$ cat src/design/irq_pkg.sv
package irq_pkg;

    // Sources in fixed polling order, index 0 is polled first.
    localparam int NUM_SOURCES = 15;
    localparam int SRC_W       = 4;
    localparam logic [3:0] S_X0   = 4'h0;
    localparam logic [3:0] S_I2C  = 4'h1;
    localparam logic [3:0] S_ADC  = 4'h2;
    localparam logic [3:0] S_T0   = 4'h3;
    localparam logic [3:0] S_CT0  = 4'h4;
    localparam logic [3:0] S_CM0  = 4'h5;
    localparam logic [3:0] S_X1   = 4'h6;
    localparam logic [3:0] S_CT1  = 4'h7;
    localparam logic [3:0] S_CM1  = 4'h8;
    localparam logic [3:0] S_T1   = 4'h9;
    localparam logic [3:0] S_CT2  = 4'ha;
    localparam logic [3:0] S_CM2  = 4'hb;
    localparam logic [3:0] S_UART = 4'hc;
    localparam logic [3:0] S_CT3  = 4'hd;
    localparam logic [3:0] S_T2   = 4'he;

    // Request flag positions.
    localparam int NUM_FLAGS = 17;
    localparam int F_EXTA    = 0;
    localparam int F_EXTB    = 1;
    localparam int F_TMRA    = 2;
    localparam int F_TMRB    = 3;
    localparam int F_CT0     = 4;
    localparam int F_CM0     = 8;
    localparam int F_T2OVF   = 11;
    localparam int F_URX     = 12;
    localparam int F_UTX     = 13;
    localparam int F_I2C     = 14;
    localparam int F_ADC     = 15;
    localparam int F_ONEHZ   = 16;

    // Machine cycle length and vector layout defaults.
    localparam int DIV_W                  = 8;
    localparam int MACHINE_CYCLE_CLKS_DEF = 12;
    localparam logic [15:0] VEC_BASE_DEF  = 16'h0003;
    localparam logic [15:0] VEC_STEP_DEF  = 16'h0008;
    localparam logic [2:0]  SYNC_IDLE     = 3'h7;

    typedef struct packed {
        logic [2:0]            syncA;
        logic [2:0]            syncB;
        logic [3:0][2:0]       capSync;
        logic                  fltA;
        logic                  fltB;
        logic [3:0]            capFlt;
        logic [DIV_W-1:0]      divCnt;
        logic [NUM_FLAGS-1:0]  flags;
        logic [NUM_SOURCES-1:0] sampled;
        logic                  activeHi;
        logic                  activeLo;
        logic                  vectorCall;
        logic                  pcRestore;
        logic [15:0]           vecAddr;
        logic [SRC_W-1:0]      vecIdx;
    } irq_state_t;

endpackage : irq_pkg

$ cat src/design/two_level_nested_interrupt_unit.sv
// Function
// - Fifteen request sources feed the polling logic.
// - Each external input selects level or edge.
// - Vectoring clears external flag only if edge.
// - External inputs are active low.
// - Timer A and B overflow flags set, cleared on vectoring.
// - Seven capture/compare sources, never cleared on vectoring.
// - UART request is receive OR transmit flag.
// - I2C event flag cleared only by software.
// - ADC flag set by scan end, software cannot set.
// - One-hertz tick ORed onto second external source.
// - Software set and clear act like hardware, except software set of ADC.
// - Only six named requests end idle mode.
// - Individual enables plus global enable.
// - One priority bit per source, one is high.
// - High preempts low; high never preempted.
// - Higher level wins, polling order breaks ties.
// - Sample each machine cycle, poll next, call.
// - Withhold call during equal or higher handler.
// - Call only at instruction's final cycle.
// - One instruction after return or register access.
// - Capture pins act as edge-configurable interrupts.
// - Call pushes counter, not status, loads vector.
// - Return clears active level, restores counter.
// - Blocked requests are not remembered between polls.
`timescale 1ns/1ps
`default_nettype none

module two_level_nested_interrupt_unit
    import irq_pkg::*;
#(
    parameter int          MACHINE_CYCLE_CLKS = MACHINE_CYCLE_CLKS_DEF,
    parameter logic [15:0] VEC_BASE           = VEC_BASE_DEF,
    parameter logic [15:0] VEC_STEP           = VEC_STEP_DEF
)
(
    input  wire logic                   clk,
    input  wire logic                   rst,
    input  wire logic                   extIrqPinA_n,
    input  wire logic                   extIrqPinB_n,
    input  wire logic                   extAEdgeSelect,
    input  wire logic                   extBEdgeSelect,
    input  wire logic [3:0]             capturePin,
    input  wire logic [3:0]             captureIrqRise,
    input  wire logic [3:0]             captureIrqFall,
    input  wire logic                   timerAOverflow,
    input  wire logic                   timerBOverflow,
    input  wire logic [3:0]             t2CaptureEvent,
    input  wire logic [2:0]             t2CompareEvent,
    input  wire logic                   t2Overflow,
    input  wire logic                   uartRxDone,
    input  wire logic                   uartTxDone,
    input  wire logic                   i2cEvent,
    input  wire logic                   adcScanDone,
    input  wire logic                   oneHzTick,
    input  wire logic [NUM_FLAGS-1:0]   swFlagSet,
    input  wire logic [NUM_FLAGS-1:0]   swFlagClear,
    input  wire logic                   globalIrqEnable,
    input  wire logic [NUM_SOURCES-1:0] irqEnable,
    input  wire logic [NUM_SOURCES-1:0] irqLevel,
    input  wire logic                   instrEnd,
    input  wire logic                   irqReturnInstr,
    input  wire logic                   enPrioAccess,
    output logic                        vectorCall,
    output logic [15:0]                 vectorAddr,
    output logic [SRC_W-1:0]            vectorSource,
    output logic                        pcRestore,
    output logic                        activeHigh,
    output logic                        activeLow,
    output logic [NUM_FLAGS-1:0]        requestFlags,
    output logic                        idleWake
);

    if (MACHINE_CYCLE_CLKS < 2 || MACHINE_CYCLE_CLKS > (1 << DIV_W))
    begin : g_cycle_check
        $error("MACHINE_CYCLE_CLKS out of range.");
    end

    localparam logic [DIV_W-1:0] DIV_LAST = DIV_W'(MACHINE_CYCLE_CLKS - 1);

    // Map the flags onto the sources in polling order.
    function automatic logic [NUM_SOURCES-1:0] reqFromFlags(input logic [NUM_FLAGS-1:0] f);
        logic [NUM_SOURCES-1:0] r;
        r         = '0;
        r[S_X0]   = f[F_EXTA];
        r[S_I2C]  = f[F_I2C];
        r[S_ADC]  = f[F_ADC];
        r[S_T0]   = f[F_TMRA];
        r[S_CT0]  = f[F_CT0];
        r[S_CM0]  = f[F_CM0];
        r[S_X1]   = f[F_EXTB] | f[F_ONEHZ];
        r[S_CT1]  = f[F_CT0 + 1];
        r[S_CM1]  = f[F_CM0 + 1];
        r[S_T1]   = f[F_TMRB];
        r[S_CT2]  = f[F_CT0 + 2];
        r[S_CM2]  = f[F_CM0 + 2];
        r[S_UART] = f[F_URX] | f[F_UTX];
        r[S_CT3]  = f[F_CT0 + 3];
        r[S_T2]   = f[F_T2OVF];
        return r;
    endfunction : reqFromFlags

    // Lowest set index wins, which is the fixed polling order.
    function automatic logic [SRC_W-1:0] firstSet(input logic [NUM_SOURCES-1:0] v);
        logic [SRC_W-1:0] idx;
        idx = '0;
        for (int i = NUM_SOURCES - 1; i >= 0; i--)
        begin
            if (v[i])
                idx = SRC_W'(i);
        end
        return idx;
    endfunction : firstSet

    irq_state_t             s;
    irq_state_t             n;
    logic                   samplePhase;
    logic                   fallA;
    logic                   fallB;
    logic [3:0]             capEdge;
    logic [NUM_FLAGS-1:0]   setV;
    logic [NUM_FLAGS-1:0]   clrV;
    logic [NUM_SOURCES-1:0] pend;
    logic [NUM_SOURCES-1:0] hiPend;
    logic [NUM_SOURCES-1:0] cand;
    logic                   useHi;
    logic                   blocked;
    logic                   issue;
    logic [SRC_W-1:0]       winIdx;

    always_comb
    begin
        n = s;
        // Three-stage pin synchronisers; a change counts once stages two and three agree.
        n.syncA = {s.syncA[1:0], extIrqPinA_n};
        n.syncB = {s.syncB[1:0], extIrqPinB_n};
        if (s.syncA[1] == s.syncA[2])
            n.fltA = s.syncA[2];
        if (s.syncB[1] == s.syncB[2])
            n.fltB = s.syncB[2];
        fallA = s.fltA & ~n.fltA;
        fallB = s.fltB & ~n.fltB;
        for (int i = 0; i < 4; i++)
        begin
            n.capSync[i] = {s.capSync[i][1:0], capturePin[i]};
            if (s.capSync[i][1] == s.capSync[i][2])
                n.capFlt[i] = s.capSync[i][2];
            capEdge[i] = (captureIrqRise[i] & ~s.capFlt[i] & n.capFlt[i])
                       | (captureIrqFall[i] & s.capFlt[i] & ~n.capFlt[i]);
        end

        // Machine cycle divider; the last clock of each machine cycle is the sample phase.
        samplePhase = (s.divCnt == DIV_LAST);
        n.divCnt    = samplePhase ? '0 : s.divCnt + 1'b1;

        // Priority resolution over the current samples only.
        pend    = s.sampled & irqEnable & {NUM_SOURCES{globalIrqEnable}};
        hiPend  = pend & irqLevel;
        useHi   = |hiPend;
        cand    = useHi ? hiPend : (pend & ~irqLevel);
        winIdx  = firstSet(cand);
        blocked = s.activeHi | (~useHi & s.activeLo)
                | ~instrEnd
                | irqReturnInstr | enPrioAccess;
        issue   = (|cand) & ~blocked;

        // Hardware and software flag updates; a set always wins over a clear.
        setV               = swFlagSet;
        setV[F_ADC]        = adcScanDone;
        setV[F_EXTA]      |= extAEdgeSelect ? fallA : ~s.fltA;
        setV[F_EXTB]      |= extBEdgeSelect ? fallB : ~s.fltB;
        setV[F_TMRA]      |= timerAOverflow;
        setV[F_TMRB]      |= timerBOverflow;
        setV[F_CT0 +: 4]  |= t2CaptureEvent | capEdge;
        setV[F_CM0 +: 3]  |= t2CompareEvent;
        setV[F_T2OVF]     |= t2Overflow;
        setV[F_URX]       |= uartRxDone;
        setV[F_UTX]       |= uartTxDone;
        setV[F_I2C]       |= i2cEvent;
        setV[F_ONEHZ]     |= oneHzTick;
        clrV               = swFlagClear;
        clrV[F_EXTA]      |= ~extAEdgeSelect & s.fltA;
        clrV[F_EXTB]      |= ~extBEdgeSelect & s.fltB;
        if (issue)
        begin
            clrV[F_TMRA] |= (winIdx == S_T0);
            clrV[F_TMRB] |= (winIdx == S_T1);
            clrV[F_EXTA] |= (winIdx == S_X0) & extAEdgeSelect;
            clrV[F_EXTB] |= (winIdx == S_X1) & extBEdgeSelect;
        end
        n.flags = (s.flags & ~clrV) | setV;

        // Sampled once per machine cycle; a serviced sample is dropped outside the sample phase.
        if (samplePhase)
            n.sampled = reqFromFlags(s.flags);
        else if (issue)
            n.sampled[winIdx] = 1'b0;

        n.vectorCall = issue;
        n.pcRestore  = instrEnd & irqReturnInstr;
        if (issue)
        begin
            n.vecIdx  = winIdx;
            n.vecAddr = VEC_BASE + 16'(winIdx) * VEC_STEP;
            if (useHi)
                n.activeHi = 1'b1;
            else
                n.activeLo = 1'b1;
        end
        else if (instrEnd & irqReturnInstr)
        begin
            if (s.activeHi)
                n.activeHi = 1'b0;
            else
                n.activeLo = 1'b0;
        end
    end

    always_ff @(posedge clk)
    begin
        if (rst)
        begin
            s         <= '0;
            s.syncA   <= SYNC_IDLE;
            s.syncB   <= SYNC_IDLE;
            s.capSync <= '0;
            s.fltA    <= 1'b1;
            s.fltB    <= 1'b1;
        end
        else
            s <= n;
    end

    assign vectorCall   = s.vectorCall;
    assign vectorAddr   = s.vecAddr;
    assign vectorSource = s.vecIdx;
    assign pcRestore    = s.pcRestore;
    assign activeHigh   = s.activeHi;
    assign activeLow    = s.activeLo;
    assign requestFlags = s.flags;
    assign idleWake     = globalIrqEnable & |(reqFromFlags(s.flags) & irqEnable & ~15'h6db4);
endmodule : two_level_nested_interrupt_unit

`default_nettype wire

$ cat config.mk
export PLATFORM = sky130hd
export DESIGN_NAME = two_level_nested_interrupt_unit
export DESIGN_NICKNAME = d
export VERILOG_FILES = /design/src/design/irq_pkg.sv /design/src/design/two_level_nested_interrupt_unit.sv
export SDC_FILE = /design/constraint.sdc
export NUM_CORES = 1
export LEC_CHECK = 0
export BUFFER_PORTS_ARGS = -buffer_cell sky130_fd_sc_hd__buf_2
export CORE_UTILIZATION = 49
export CTS_CLUSTER_DIAMETER = 60
export CTS_CLUSTER_SIZE = 14
export DETAILED_ROUTE_END_ITERATION = 10
export PLACE_DENSITY = 0.85
export SYNTH_ARGS = -nofsm -noshare
export SYNTH_HDL_FRONTEND = slang
export SYNTH_SLANG_ARGS = --single-unit
export TNS_END_PERCENT = 50
$ cat constraint.sdc
create_clock -name clk -period 3.9 [get_ports clk]
set_input_delay 0.585 -clock clk [delete_from_list [all_inputs] [get_ports clk]]
set_output_delay 0.585 -clock clk [all_outputs]
set_load 0.05 [all_outputs]
==> impl_metrics.py <==
metrics = {
    "outcome": {
        "result_of_the_run": "finished, final reports clean",
    },
    "die": {
        "core.rowCount": 31,
        "core_sq_um": 7330,
        "ioPinCount": 143,
        "floorplan.die_area_sq_um": 8010,
        "vert_die_dim_microns": 89.5,
        "die_w_microns": 89.5,
        "start_util_pct": 51.2,
    },
    "clock_tree": {
        "clockRootBuffer": "sky130_fd_sc_hd__clkbuf_8",
        "post_cts.resized_instances": 0,
        "clock_sinks": 73,
        "cts-hold-fix-buffers": 0,
        "htree_levels": 3,
        "clk_transition_reported_paths_ps": 70,
        "clock_buffer_depth": 2,
        "clk-insertion-delay-late_ps": 340,
        "cts_tree": "built",
        "setup_repair_bufs_after_cts": 0,
        "cts-buffers-inserted": 9,
    },
    "pwr": {
        "power.density_nw_per_um2": 353,
        "leakage_nw": 1.97,
        "vdd.ir_drop.worst_v": 0.000279,
    },
    "sta": {
        "worstMarginPinSlew_ps": 1060,
        "worst_slew_margin_rel_pct": 29.2,
        "worst_slack_ps": 768,
        "timing.final.crit_share_pct": 80.3,
        "max_clock_freq_ghz": 0.319,
        "final_number_of_hold_violating_endpoints": 0,
        "clock-skew-final_ps": 9.60,
        "report.final.slew_viol_count": 0,
        "timing.setup.tns_ps": 0,
        "grt_setup_unrepaired": "false",
        "period_minus_slack_ps": 3130,
        "timing.final.setup_violations": 0,
    },
    "route": {
        "drc": 0,
        "route.detailed.wl_per_inst_microns": 14.6,
        "via_count": 3720,
        "drt-total-wl_mm": 9.65,
        "top_layer": "met4",
        "viasPerCell": 5.62,
        "wl_met1_mm": 4.12,
        "dr.pass1.iters": 4,
        "routed-wl-met2_mm": 4.59,
        "drtIter0Drc": 213,
        "wl_met3_microns": 761,
        "antenna_left": 0,
    },
    "grt": {
        "grt_first_pass_wirelength_mm": 15.0,
        "gr-total-overflow": 0,
        "grt_start_max_net_pins": 53,
        "grt_pass1_vias": 3277,
        "grtUsageTotal_pct": 24.6,
        "antenna_violations_before_repair": 0,
    },
    "critical_path": {
        "cp.arrival_ps": 3360,
        "timing.reg2reg.worst_path_depth": 9,
        "cp-start-kind": "primary input",
        "worst_setup_path_end_kind": "register",
        "critPathLaunch": "irqEnable[2]",
        "worstPathRequired_ps": 4130,
        "crit-reg2reg-capture": "s[35]$_SDFFE_PP0P_",
        "critPathMaxFanout": 5,
        "timing.setup.critical_path_class": "primary input to register",
        "r2r_start": "s[26]$_SDFFE_PP0P_",
        "reg2reg_slack_ps": 800,
    },
    "place": {
        "io_buffer_count": 131,
        "place.gp.congestion": 0.917,
        "detailed_place_hpwl_mm": 7.59,
        "dp_slack_ps": 482,
    },
    "synth": {
        "yosys-top-cells-area": "sky130_fd_sc_hd__dfxtp_1 39%, sky130_fd_sc_hd__buf_4 7.4%, sky130_fd_sc_hd__nand2_1 4.7%",
        "synth.largest_area_cell": "sky130_fd_sc_hd__dfxtp_1",
        "synthArstFlopShare_pct": 0,
        "synth-warning-count": 0,
        "synth_top_flop_cell": "sky130_fd_sc_hd__dfxtp_1",
        "synth.ff_latch_count": 73,
        "syn_inst_count": 451,
        "synth.top_cell.area_share_pct": 38.9,
        "syn_avg_cell_area_sq_um": 8.32,
        "synth_enable_flop_cells": 0,
        "ys_seq_area_share_pct": 38.9,
        "netlist-cell-type-count": 69,
        "post_synth_instance_area_sq_um": 3750,
    },
    "cells_and_area": {
        "nNetsFinal": 660,
        "proportion_of_layout_cells_with_a_drive_suffix_above_1_pct": 30.4,
        "antenna_cells": 0,
        "synthToLayoutAreaGrowth_pct": 19.5,
        "filler_cell_count": 685,
    },
    "min_path": {
        "worstHoldPathCells": 1,
        "hold_path_startpoint": "n[83]$_SDFF_PP1_",
        "min_to": "n[84]$_SDFF_PP1_",
        "worstHoldPathType": "register to register",
    },
    "flow_run": {
        "max-cap-violations": 0,
    },
}
-- flip-flops by register name, summed over array words and instances, names as in the netlist --
name and cells:
activeHigh 1, vectorCall 1, pcRestore 1, activeLow 1, s 35, vectorAddr 1, n 12, requestFlags 17
vectorSource 4
-- cells in the final DEF, fill, tap and decap left out, drive strengths merged, types with 11 or more instances in the layout --
| master | instances |
|---|---|
| buf | 137 |
| dfxtp | 73 |
| nand2 | 47 |
| nor2 | 38 |
| a21oi | 28 |
| o21ai | 26 |
| nand3 | 17 |
| nor2b | 15 |
| nor3 | 11 |
-- cells by family (layout without fill, tap and decap cells) --
kind of cell | count (synthesis) | count (layout) | synth area share, %
AO/OA/AOI/OAI | 118 | 118 | 22.1
buffers and inverters | 59 | 162 | 9.70
XOR/XNOR | 6 | 6 | 1.40
other | 1 | 10 | 0.0999
AND/OR/NAND/NOR | 191 | 191 | 26.8
multiplexers | 2 | 2 | 0.534
adder cells (fa/ha/maj) | 1 | 1 | 0.333
flip-flops | 73 | 73 | 38.9
-- cell type report --
cell class              count  area (sq um)  area share, %
clock buffers              10           138           3.07
clock inverters             6          66.3           1.48
inverters                   9          33.8          0.753
multi-input cells         328          1960           43.7
flip-flops and latches     73          1460           32.6
well taps                  99           124           2.76
repair buffers            137           701           15.6
-- critical path: stages --
cell and delay (ps):
sky130_fd_sc_hd__buf_2 120, sky130_fd_sc_hd__and3_1 210, sky130_fd_sc_hd__o31a_1 370, sky130_fd_sc_hd__nor4_1 400, sky130_fd_sc_hd__a21boi_0 170, sky130_fd_sc_hd__o221ai_1 260
sky130_fd_sc_hd__a32oi_1 120, sky130_fd_sc_hd__or2_1 290, sky130_fd_sc_hd__or4_1 560, sky130_fd_sc_hd__a32o_1 280
-- layer usage --
layer,up-vias,GRT usage (%)
met5,-,0
met4,0,9.81
met3,18,5.63
met2,166,40.5
met1,1714,31.2
li1,1822,-
-- synthesized netlist by cell type (4+ instances only) --
cell / count
sky130_fd_sc_hd__nor2b_1: 15
sky130_fd_sc_hd__nand4_1: 9
sky130_fd_sc_hd__inv_1: 8
sky130_fd_sc_hd__nand3b_1: 7
sky130_fd_sc_hd__o21bai_1: 5
sky130_fd_sc_hd__buf_4: 37
sky130_fd_sc_hd__a32o_1: 7
sky130_fd_sc_hd__nand2b_1: 10
sky130_fd_sc_hd__nand2_1: 47
sky130_fd_sc_hd__dfxtp_1: 73
sky130_fd_sc_hd__nand3_1: 17
sky130_fd_sc_hd__or2_2: 8
sky130_fd_sc_hd__clkbuf_1: 9
sky130_fd_sc_hd__xor2_1: 4
sky130_fd_sc_hd__nor3_1: 10
sky130_fd_sc_hd__nor2_1: 37
sky130_fd_sc_hd__a22oi_1: 5
sky130_fd_sc_hd__a21oi_1: 28
sky130_fd_sc_hd__o21ai_0: 24
sky130_fd_sc_hd__or4_1: 4
sky130_fd_sc_hd__and3_1: 8
sky130_fd_sc_hd__a2111oi_0: 4
-- stage by stage --
step | hold WS, ps | cell area, sq um | util [%] | cells | total power [mW]
after global placement | 393 | 4280 | 58.4 | 646 | 1.00
final | 415 | 4480 | 61.2 | 662 | 1.58
after floorplan | 389 | 3790 | - | 460 | 0.946
after detailed placement | 398 | 4280 | 58.4 | 646 | 1.01
after global routing | 406 | 4480 | 61.2 | 662 | 1.66
after CTS | 411 | 4480 | 61.2 | 662 | 1.59
-- worst max-delay path by stage --
stage	to	slack (ps)	depth (start not counted)
floorplan	s[35]$_SDFFE_PP0P_	950	8
global placement	s[35]$_SDFFE_PP0P_	480	10
detailed placement	s[35]$_SDFFE_PP0P_	480	10
CTS	s[35]$_SDFFE_PP0P_	850	10
global route	s[35]$_SDFFE_PP0P_	660	9
finish	s[35]$_SDFFE_PP0P_	770	10
-- report_power, final --
part	internal [mW]	switching, mW
Sequential	0.769	0.0193
Clock	0.314	0.279
Combinational	0.0698	0.133
Power figures use the tool's default switching activity.
